### config.mk
export PLATFORM = sky130hd
export DESIGN_NAME = ppm_port_ctrl
export DESIGN_NICKNAME = d
export VERILOG_FILES = /design/src/core/ppm_pkg.sv /design/src/core/ppm_port_ctrl.sv
export SDC_FILE = /design/constraint.sdc
export NUM_CORES = 1
export LEC_CHECK = 0
export BUFFER_PORTS_ARGS = -buffer_cell sky130_fd_sc_hd__buf_2
export CAP_MARGIN = 20
export CORE_ASPECT_RATIO = 2
export CORE_UTILIZATION = 35
export CTS_CLUSTER_DIAMETER = 200
export DETAILED_ROUTE_END_ITERATION = 12
export PLACE_DENSITY = 0.67
export SYNTH_ARGS = -nofsm -noshare
export SYNTH_HDL_FRONTEND = slang
export SYNTH_SLANG_ARGS = --single-unit
### constraint.sdc
create_clock -name clk_sys -period 6.9 [get_ports clk_sys]
set_clock_uncertainty 0.15 [all_clocks]
set_input_delay 1.38 -clock clk_sys [delete_from_list [all_inputs] [get_ports clk_sys]]
set_output_delay 1.38 -clock clk_sys [all_outputs]
set_load 0.05 [all_outputs]
### src/core/ppm_pkg.sv
// Constants shared by the port pin mode controller.
// Assumes pins 0..7 are port 1 bits 0..7 and pins 8..15 port 3 bits 0..7.
package ppm_pkg;
	// Pin vector width.
	localparam int PIN_CNT = 16;
	// Register byte offsets.
	localparam logic [7:0] OFS_LATCH = 8'h00;
	localparam logic [7:0] OFS_MODE_LOW = 8'h04;
	localparam logic [7:0] OFS_MODE_HIGH = 8'h08;
	localparam logic [7:0] OFS_PIN_READ = 8'h0C;
	localparam logic [7:0] OFS_CTRL = 8'h10;
	localparam logic [7:0] OFS_STATUS = 8'h14;
	// Field positions.
	localparam int CTRL_PD_BIT = 0;
	localparam int STAT_FUSE_BIT = 0;
	localparam int STAT_AVAIL_LSB = 16;
	// Reset values; mode low set and high clear is input-only.
	localparam logic [15:0] LATCH_RST = 16'hFFFF;
	localparam logic [15:0] MODE_LOW_RST = 16'hFFFF;
	localparam logic [15:0] MODE_HIGH_RST = 16'h0000;
	// Pin groups.
	localparam logic [15:0] ANALOG_MASK = 16'h0003;
	localparam logic [15:0] WAKE_MASK = 16'h0C08;
	localparam logic [15:0] FULL_IO_MASK = 16'h0FFF;
	localparam logic [15:0] EXTCLK_PINS = 16'h0100;
	localparam logic [15:0] XTAL_PINS = 16'h0300;
	localparam logic [15:0] RSTPIN_PINS = 16'h0008;
	// Clock source strap codes.
	localparam logic [1:0] CLK_RC = 2'h0;
	localparam logic [1:0] CLK_EXT = 2'h1;
	localparam logic [1:0] CLK_XTAL = 2'h2;
	// Strong pull-up pulse length in clock cycles.
	localparam logic [1:0] STRONG_CYCLES = 2'h2;
	// AXI responses.
	localparam logic [1:0] RESP_OKAY = 2'h0;
	localparam logic [1:0] RESP_SLVERR = 2'h2;
	// Start-up sequencer states.
	typedef enum logic [1:0] {
		INIT_WAIT1,
		INIT_WAIT2,
		INIT_LOAD,
		INIT_RUN
	} ppm_init_e;
endpackage

### src/core/ppm_port_ctrl.sv
// Port pin mode controller: latch, per-pin mode bits and pad drive.
// Assumes an AXI4-Lite master on clk_sys and pads that resolve the
// drive, pull-up and Schmitt enables into real pin behaviour.
//
// Overview of operation
// - Two mode bits per pin pick mode.
// - Tristate fuse set: all usable pins input-only.
// - Fuse clear: quasi mode, analog pins input-only.
// - Power-down keeps only wake pin inputs enabled.
// - Quasi: very weak pull-up follows latch one.
// - Quasi: weak pull-up needs latch and pin high.
// - Quasi: latch rise gives two-cycle strong pull-up.
// - Quasi: latch zero drives pin low.
// - Input-only: all drivers and pulls off.
// - Clock and reset straps remove pins.
// - Open-drain: no pull-ups, pull-down on zero.
// - Push-pull: strong high on one, low on zero.
`timescale 1ns/1ps
`default_nettype none
module ppm_port_ctrl #(
	parameter int AW = 5
) (
	input wire logic clk_sys,
	input wire logic arst_n,
	input wire logic [AW-1:0] s_axi_awaddr,
	input wire logic s_axi_awvalid,
	output var logic s_axi_awready,
	input wire logic [31:0] s_axi_wdata,
	input wire logic [3:0] s_axi_wstrb,
	input wire logic s_axi_wvalid,
	output var logic s_axi_wready,
	output var logic [1:0] s_axi_bresp,
	output var logic s_axi_bvalid,
	input wire logic s_axi_bready,
	input wire logic [AW-1:0] s_axi_araddr,
	input wire logic s_axi_arvalid,
	output var logic s_axi_arready,
	output var logic [31:0] s_axi_rdata,
	output var logic [1:0] s_axi_rresp,
	output var logic s_axi_rvalid,
	input wire logic s_axi_rready,
	input wire logic tristateFuse,
	input wire logic [1:0] clkSrcSel,
	input wire logic extResetPinEn,
	input wire logic [15:0] padIn,
	output var logic [15:0] padOut,
	output var logic [15:0] padOe,
	output var logic [15:0] padVeryWeakPu,
	output var logic [15:0] padWeakPu,
	output var logic [15:0] padSchmittEn
);
	localparam int N = ppm_pkg::PIN_CNT;

	// True when the address selects the word at the given offset.
	function automatic logic regIs(input logic [AW-1:0] a,
		input logic [7:0] ofs);
		regIs = (a[AW-1:2] == ofs[AW-1:2]);
	endfunction

	// True when the address selects any mapped register.
	function automatic logic regHit(input logic [AW-1:0] a);
		regHit = regIs(a, ppm_pkg::OFS_LATCH) ||
			regIs(a, ppm_pkg::OFS_MODE_LOW) ||
			regIs(a, ppm_pkg::OFS_MODE_HIGH) ||
			regIs(a, ppm_pkg::OFS_PIN_READ) ||
			regIs(a, ppm_pkg::OFS_CTRL) ||
			regIs(a, ppm_pkg::OFS_STATUS);
	endfunction

	// Merges the two low byte lanes of a write into a 16-bit register.
	function automatic logic [15:0] merge16(input logic [15:0] old,
		input logic [31:0] d, input logic [3:0] s);
		merge16 = {s[1] ? d[15:8] : old[15:8], s[0] ? d[7:0] : old[7:0]};
	endfunction

	// Usable pins left once clock and reset pins are taken.
	function automatic logic [15:0] availFrom(input logic [1:0] cs,
		input logic re);
		logic [15:0] m;
		m = ppm_pkg::FULL_IO_MASK;
		if (cs == ppm_pkg::CLK_EXT) begin
			m = m & ~ppm_pkg::EXTCLK_PINS;
		end else if (cs == ppm_pkg::CLK_XTAL) begin
			m = m & ~ppm_pkg::XTAL_PINS;
		end
		if (re) begin
			m = m & ~ppm_pkg::RSTPIN_PINS;
		end
		availFrom = m;
	endfunction

	logic rstMeta_reg, rstN_reg;
	logic [15:0] padMeta_reg, padSync_reg;
	logic [3:0] strapMeta_reg, strapSync_reg;
	ppm_pkg::ppm_init_e initState_reg;
	logic fuseCap_reg;
	logic [15:0] availMask_reg;
	logic [15:0] latch_reg, latchNext;
	logic [15:0] modeLow_reg, modeHigh_reg;
	logic powerDown_reg;
	logic [1:0] strongCnt_reg [N];
	logic [AW-1:0] awAddr_reg;
	logic awHeld_reg, wHeld_reg;
	logic [31:0] wData_reg;
	logic [3:0] wStrb_reg;
	logic wrFire;
	logic [31:0] rdMux;
	logic [15:0] qbV, ppV, odV, inV, strongV;

	// Reset release through two flip-flops.
	always_ff @(posedge clk_sys or negedge arst_n) begin
		if (!arst_n) begin
			rstMeta_reg <= 1'b0;
			rstN_reg <= 1'b0;
		end else begin
			rstMeta_reg <= 1'b1;
			rstN_reg <= rstMeta_reg;
		end
	end

	// Pin levels and straps cross in through two flip-flops.
	always_ff @(posedge clk_sys or negedge rstN_reg) begin
		if (!rstN_reg) begin
			padMeta_reg <= '0;
			padSync_reg <= '0;
			strapMeta_reg <= '0;
			strapSync_reg <= '0;
		end else begin
			padMeta_reg <= padIn;
			padSync_reg <= padMeta_reg;
			strapMeta_reg <= {tristateFuse, clkSrcSel, extResetPinEn};
			strapSync_reg <= strapMeta_reg;
		end
	end

	// Start-up sequencer waits for the straps, then captures them.
	always_ff @(posedge clk_sys or negedge rstN_reg) begin
		if (!rstN_reg) begin
			initState_reg <= ppm_pkg::INIT_WAIT1;
			fuseCap_reg <= 1'b0;
			availMask_reg <= '0;
		end else begin
			case (initState_reg)
				ppm_pkg::INIT_WAIT1: begin
					initState_reg <= ppm_pkg::INIT_WAIT2;
				end
				ppm_pkg::INIT_WAIT2: begin
					initState_reg <= ppm_pkg::INIT_LOAD;
				end
				ppm_pkg::INIT_LOAD: begin
					fuseCap_reg <= strapSync_reg[3];
					availMask_reg <= availFrom(strapSync_reg[2:1],
						strapSync_reg[0]);
					initState_reg <= ppm_pkg::INIT_RUN;
				end
				default: begin
					initState_reg <= ppm_pkg::INIT_RUN;
				end
			endcase
		end
	end

	// A write completes once both address and data are held.
	assign wrFire = awHeld_reg && wHeld_reg && !s_axi_bvalid;

	// Write address, data and response channels.
	always_ff @(posedge clk_sys or negedge rstN_reg) begin
		if (!rstN_reg) begin
			s_axi_awready <= 1'b0;
			s_axi_wready <= 1'b0;
			s_axi_bvalid <= 1'b0;
			s_axi_bresp <= ppm_pkg::RESP_OKAY;
			awHeld_reg <= 1'b0;
			wHeld_reg <= 1'b0;
			awAddr_reg <= '0;
			wData_reg <= '0;
			wStrb_reg <= '0;
		end else begin
			if (initState_reg == ppm_pkg::INIT_LOAD) begin
				s_axi_awready <= 1'b1;
				s_axi_wready <= 1'b1;
			end
			if (s_axi_awvalid && s_axi_awready) begin
				awAddr_reg <= s_axi_awaddr;
				awHeld_reg <= 1'b1;
				s_axi_awready <= 1'b0;
			end
			if (s_axi_wvalid && s_axi_wready) begin
				wData_reg <= s_axi_wdata;
				wStrb_reg <= s_axi_wstrb;
				wHeld_reg <= 1'b1;
				s_axi_wready <= 1'b0;
			end
			if (wrFire) begin
				s_axi_bvalid <= 1'b1;
				s_axi_bresp <= regHit(awAddr_reg) ? ppm_pkg::RESP_OKAY :
					ppm_pkg::RESP_SLVERR;
			end
			if (s_axi_bvalid && s_axi_bready) begin
				s_axi_bvalid <= 1'b0;
				awHeld_reg <= 1'b0;
				wHeld_reg <= 1'b0;
				s_axi_awready <= 1'b1;
				s_axi_wready <= 1'b1;
			end
		end
	end

	// Next port latch value after a software write.
	always_comb begin
		latchNext = latch_reg;
		if (wrFire && regIs(awAddr_reg, ppm_pkg::OFS_LATCH)) begin
			latchNext = merge16(latch_reg, wData_reg, wStrb_reg);
		end
	end

	// Latch, mode bits and power-down control.
	always_ff @(posedge clk_sys or negedge rstN_reg) begin
		if (!rstN_reg) begin
			latch_reg <= ppm_pkg::LATCH_RST;
			modeLow_reg <= ppm_pkg::MODE_LOW_RST;
			modeHigh_reg <= ppm_pkg::MODE_HIGH_RST;
			powerDown_reg <= 1'b0;
		end else begin
			latch_reg <= latchNext;
			if (initState_reg == ppm_pkg::INIT_LOAD && !strapSync_reg[3]) begin
				modeLow_reg <= ppm_pkg::ANALOG_MASK;
				modeHigh_reg <= ppm_pkg::MODE_HIGH_RST;
			end
			if (wrFire && regIs(awAddr_reg, ppm_pkg::OFS_MODE_LOW)) begin
				modeLow_reg <= merge16(modeLow_reg, wData_reg, wStrb_reg);
			end
			if (wrFire && regIs(awAddr_reg, ppm_pkg::OFS_MODE_HIGH)) begin
				modeHigh_reg <= merge16(modeHigh_reg, wData_reg, wStrb_reg);
			end
			if (wrFire && regIs(awAddr_reg, ppm_pkg::OFS_CTRL) &&
				wStrb_reg[0]) begin
				powerDown_reg <= wData_reg[ppm_pkg::CTRL_PD_BIT];
			end
		end
	end

	// Strong pull-up timer, loaded on each zero-to-one latch change.
	always_ff @(posedge clk_sys or negedge rstN_reg) begin
		if (!rstN_reg) begin
			for (int i = 0; i < N; i++) begin
				strongCnt_reg[i] <= '0;
			end
		end else begin
			for (int i = 0; i < N; i++) begin
				if (latchNext[i] && !latch_reg[i]) begin
					strongCnt_reg[i] <= ppm_pkg::STRONG_CYCLES;
				end else if (strongCnt_reg[i] != 2'h0) begin
					strongCnt_reg[i] <= strongCnt_reg[i] - 2'h1;
				end
			end
		end
	end

	// Mode decode per pin; unusable pins fall in no mode at all.
	always_comb begin
		qbV = ~modeLow_reg & ~modeHigh_reg & availMask_reg;
		ppV = ~modeLow_reg & modeHigh_reg & availMask_reg;
		inV = modeLow_reg & ~modeHigh_reg & availMask_reg;
		odV = modeLow_reg & modeHigh_reg & availMask_reg;
		for (int i = 0; i < N; i++) begin
			strongV[i] = (strongCnt_reg[i] != 2'h0);
		end
	end

	// Pad drive, pulls and Schmitt enables, all from flip-flops.
	always_ff @(posedge clk_sys or negedge rstN_reg) begin
		if (!rstN_reg) begin
			padOut <= '0;
			padOe <= '0;
			padVeryWeakPu <= '0;
			padWeakPu <= '0;
			padSchmittEn <= '0;
		end else begin
			padOe <= (qbV & (~latch_reg | strongV)) | ppV |
				(odV & ~latch_reg);
			padOut <= (qbV & latch_reg & strongV) |
				(ppV & latch_reg);
			padVeryWeakPu <= qbV & latch_reg;
			padWeakPu <= qbV & latch_reg & padSync_reg;
			padSchmittEn <= availMask_reg &
				(~{N{powerDown_reg}} | ppm_pkg::WAKE_MASK);
		end
	end

	// Read data; gated inputs read as zero.
	always_comb begin
		rdMux = '0;
		if (regIs(s_axi_araddr, ppm_pkg::OFS_LATCH)) begin
			rdMux[15:0] = latch_reg;
		end else if (regIs(s_axi_araddr, ppm_pkg::OFS_MODE_LOW)) begin
			rdMux[15:0] = modeLow_reg;
		end else if (regIs(s_axi_araddr, ppm_pkg::OFS_MODE_HIGH)) begin
			rdMux[15:0] = modeHigh_reg;
		end else if (regIs(s_axi_araddr, ppm_pkg::OFS_PIN_READ)) begin
			rdMux[15:0] = padSync_reg & padSchmittEn;
		end else if (regIs(s_axi_araddr, ppm_pkg::OFS_CTRL)) begin
			rdMux[ppm_pkg::CTRL_PD_BIT] = powerDown_reg;
		end else if (regIs(s_axi_araddr, ppm_pkg::OFS_STATUS)) begin
			rdMux[ppm_pkg::STAT_FUSE_BIT] = fuseCap_reg;
			rdMux[ppm_pkg::STAT_AVAIL_LSB +: 16] = availMask_reg;
		end
	end

	// Read address and data channels.
	always_ff @(posedge clk_sys or negedge rstN_reg) begin
		if (!rstN_reg) begin
			s_axi_arready <= 1'b0;
			s_axi_rvalid <= 1'b0;
			s_axi_rdata <= '0;
			s_axi_rresp <= ppm_pkg::RESP_OKAY;
		end else begin
			if (initState_reg == ppm_pkg::INIT_LOAD) begin
				s_axi_arready <= 1'b1;
			end
			if (s_axi_arvalid && s_axi_arready) begin
				s_axi_arready <= 1'b0;
				s_axi_rvalid <= 1'b1;
				s_axi_rdata <= rdMux;
				s_axi_rresp <= regHit(s_axi_araddr) ? ppm_pkg::RESP_OKAY :
					ppm_pkg::RESP_SLVERR;
			end
			if (s_axi_rvalid && s_axi_rready) begin
				s_axi_rvalid <= 1'b0;
				s_axi_arready <= 1'b1;
			end
		end
	end
endmodule
`default_nettype wire

==> out/results.tsv <==
stage	metric	value	unit
timing	Slew Limit Fails	0	
worst_setup_path	worst-path cell chain	buf_2	
clocking	clock root buffer	clkbuf_16	
timing	RSZ-0062 raised after global routing	false	
job	# Max-Cap Violations	0	
timing	Worst Tran Pin Value	0.974	ns
worst_setup_path	CP arrival	1.39	ns
detailed_routing	First-pass DRT Iterations	5	
synth	XOR/XNOR Fraction of Synth Area	1.12	%
worst_setup_path	reg2reg setup slack	4.29	ns
synth	Mapped Cells	823	
timing	Final setup viols	0	
power	LEAKAGE	5.11	nW
placement	port bufs	141	
synth	syn_area_per_cell	11.4	um2
final_layout	Final #Nets	1028	
synth	register area share after synthesis	58.3	%
hold_path	Hold Path Class	register to async pin	
grt	number of global-route vias before repair	6407	
power	pwr/cell area	496	nW/um2
final_layout	fraction of layout cells with a size suffix above 1	27.9	%
synth	Netlist cell types	54	
clocking	Clock Pin Slew Worst Setup and Hold Paths	0.07	ns
synth	multiplexer area fraction after synthesis	5.50	%
worst_setup_path	Reg2Reg Depth	4	
detailed_routing	Vias	6439	
worst_setup_path	CP max-delay cell	dfrtp_1	
final_layout	max reg flops	24	
floorplan	die area	27500	um2
grt	global route overflow	0	
power	Switching Fraction	41.1	%
timing	setup TNS	0	ns
worst_setup_path	Startpoint Class	register	
placement	Post-DP HPWL	15.8	mm
timing	Rel. slew slack	35.1	%
clocking	# resized after CTS	0	
timing	period utilization	42.3	%
timing	WHS	0.176	ns
worst_setup_path	worst r2r src	s_axi_bvalid$_DFFE_PN0P_	
clocking	CTS buffer count	21	
grt	antenna violations before repair	2	
synth	Post-synth EDFFs	0	
worst_setup_path	endpoint class of the critical path	output port	
synth	ys async rst share	100	%
run_status	outcome	finished clean	
detailed_routing	final WL	23.1	mm
detailed_routing	Residual DRC	0	
placement	routability congestion estimate	0.812	
power	clock power share	22.5	%
final_layout	Layout area overhead	16.7	%
timing	Hold Violations, Final	0	
floorplan	Site Rows	84	
worst_setup_path	crit path max fanout	9	
clocking	Hold Buf Count CTS	0	
synth	largest family of logic cells by synthesized area	compound AO/OA/AOI/OAI gates	
floorplan	CORE AREA	26300	um2
worst_setup_path	crit-path max cell delay	0.54	ns
floorplan	Starting Density	35.7	%
worst_setup_path	Worst EP required	5.37	ns
synth	Synth Cell Area	9380	um2
detailed_routing	vias per cell	4.95	
timing	f_max	0.342	GHz
power	Comb pwr share	37.8	%
power	Internal Power	3.20	mW
floorplan	die width	118	um
worst_setup_path	Setup Crit Path Kind	register to output port	
floorplan	I/O pin total	194	
grt	first-pass GRT wire length	36.2	mm
synth	post-synthesis adder-cell area fraction	1.73	%
timing	minimum clock period	2.92	ns
worst_setup_path	Top delay family on crit path	flip-flops	
clocking	H-tree depth	1	
power	sequential group share of total power	39.7	%
clocking	Sink Count	217	
detailed_routing	1st-iter DRT viols	386	
clocking	Worst-Skew Late Latency	0.51	ns
grt	met3 usage	2.27	%
grt	met1 global-route usage	19.0	%
synth	total of warnings raised by yosys	0	
synth	ys flop type	dfrtp_1	
power	Max VDD drop	0.217	mV
grt	largest net degree at the start of global routing	173	
synth	Compound-Gate Fraction of Synth Area	13.4	%
grt	grt peak-use layer	met2	
worst_setup_path	FF-to-FF End	latch_reg[6]$_DFF_PN1_	
clocking	postcts setup bufs	0	
grt	GR Util met2	31.8	%
detailed_routing	Routed Antenna Nets	0	
synth	FF+latch count, synth	217	
worst_setup_path	Worst Path Buf+Inv	1	
detailed_routing	DR WL/cell	17.7	um
floorplan	Die H	234	um
synth	Simple-Gate Fraction of Synth Area	12.2	%
final_layout	fill count	2536	
grt	global router's overall resource usage	17.3	%
clocking	CTS tree	yes	
power	Net Switching	2.23	mW
clocking	CTS Buffer Depth	3	
-- logic make-up (layout without fill, tap and decap cells) --
| kind of cell | after synthesis | after routing |
|---|---|---|
| compound gates | 185 | 185 |
| xor+xnor | 12 | 12 |
| fa+ha+maj | 13 | 13 |
| buf+inv | 141 | 249 |
| flops | 217 | 217 |
| mux | 45 | 45 |
| other cells | 2 | 28 |
| simple gates | 208 | 208 |
-- metal layers --
metal	up-vias	share of wire, %
li1	2998	-
met1	3189	37
met2	201	54
met3	51	4.4
met4	0	4.9
met5	-	0
-- final cells by class --
type,count,area (um2),share of cell area (%)
antenna,1,2.50,0.0229
multi-input combinational,490,3300,30.2
sequential,217,5470,50.0
inverter,63,236,2.16
timing repair buffer,149,778,7.11
clock inverter,10,161,1.47
tap,344,430,3.93
clock buffer,27,558,5.10
-- cells in the mapped netlist (all sizes together), types with 12 or more instances --
cell / number / share of area, %
dfrtp: 185 / 49
dfstp: 32 / 9.0
clkbuf: 23 / 0.93
inv: 63 / 2.5
nand3b: 12 / 0.96
a21oi: 15 / 0.80
o211ai: 32 / 2.6
nor2: 22 / 0.88
o21ai: 69 / 3.7
and2: 27 / 1.8
buf: 55 / 4.1
ha: 13 / 1.7
nand2: 54 / 2.2
nor2b: 49 / 3.3
mux2: 40 / 5.0
nand2b: 16 / 1.1
o211a: 13 / 1.4
-- per-stage QoR --
| stage | cell area [um2] | std cells | utilization, % | total power [mW] | setup WS [ns] |
|---|---|---|---|---|---|
| after floorplan | 9470 | 848 | - | 3.72 | 0.311 |
| after global placement | 10200 | 1263 | 38.9 | 4.18 | 3.77 |
| after detailed placement | 10200 | 1263 | 38.9 | 4.25 | 3.75 |
| after CTS | 10900 | 1300 | 41.6 | 5.49 | 3.93 |
| after global routing | 10900 | 1301 | 41.7 | 5.78 | 3.89 |
| final | 10900 | 1301 | 41.7 | 5.43 | 3.98 |
-- power by group through the flow --
stage	Clock (mW)	Combinational [mW]	Sequential, mW
6_report	1.22	2.05	2.16
5_1_grt	1.30	2.24	2.23
4_1_cts	1.26	2.07	2.16
3_5_place_dp	0	2.07	2.18
3_3_place_gp	0	2.02	2.17
2_1_floorplan	0	1.15	2.57
-- cells in the final DEF, fill, tap and decap left out, types with 5 or more instances in the layout --
cell         n
nor2b_1     49
a31oi_1      7
nand3b_1    12
dfrtp_1    184
a31o_2       7
o41ai_1      5
nand3_1      6
inv_1       63
buf_2      141
clkbuf_16   21
conb_1      27
and2_1      27
nor2_1      22
o2bb2ai_1    5
mux2_2      36
o211ai_1    32
buf_4        7
xnor2_1      5
a211oi_1     5
mux2i_1      5
xor2_1       7
o21ai_0     68
o21a_1       7
nand2b_1    16
nand2_1     54
a222oi_1     6
o211a_1     13
dfstp_2     32
clkbuf_1     5
ha_1        13
a21oi_1     15
-- worst max-delay path by stage --
stage	start	endpoint	slack [ns]	cells past startpoint
after CTS	padSchmittEn[7]$_DFF_PN0_	padSchmittEn[2]	3.93	1
after floorplan	rstN_reg$_DFF_PN0_	availMask_reg[3]$_DFFE_PN0P_	0.31	0
after global placement	s_axi_araddr[2]	s_axi_rdata[2]$_DFFE_PN0P_	3.77	4
after detailed placement	s_axi_araddr[2]	s_axi_rdata[7]$_DFFE_PN0P_	3.75	4
after global routing	padSchmittEn[7]$_DFF_PN0_	padSchmittEn[7]	3.89	1
final	padSchmittEn[7]$_DFF_PN0_	padSchmittEn[2]	3.98	1
Power figures use the tool's default switching activity.
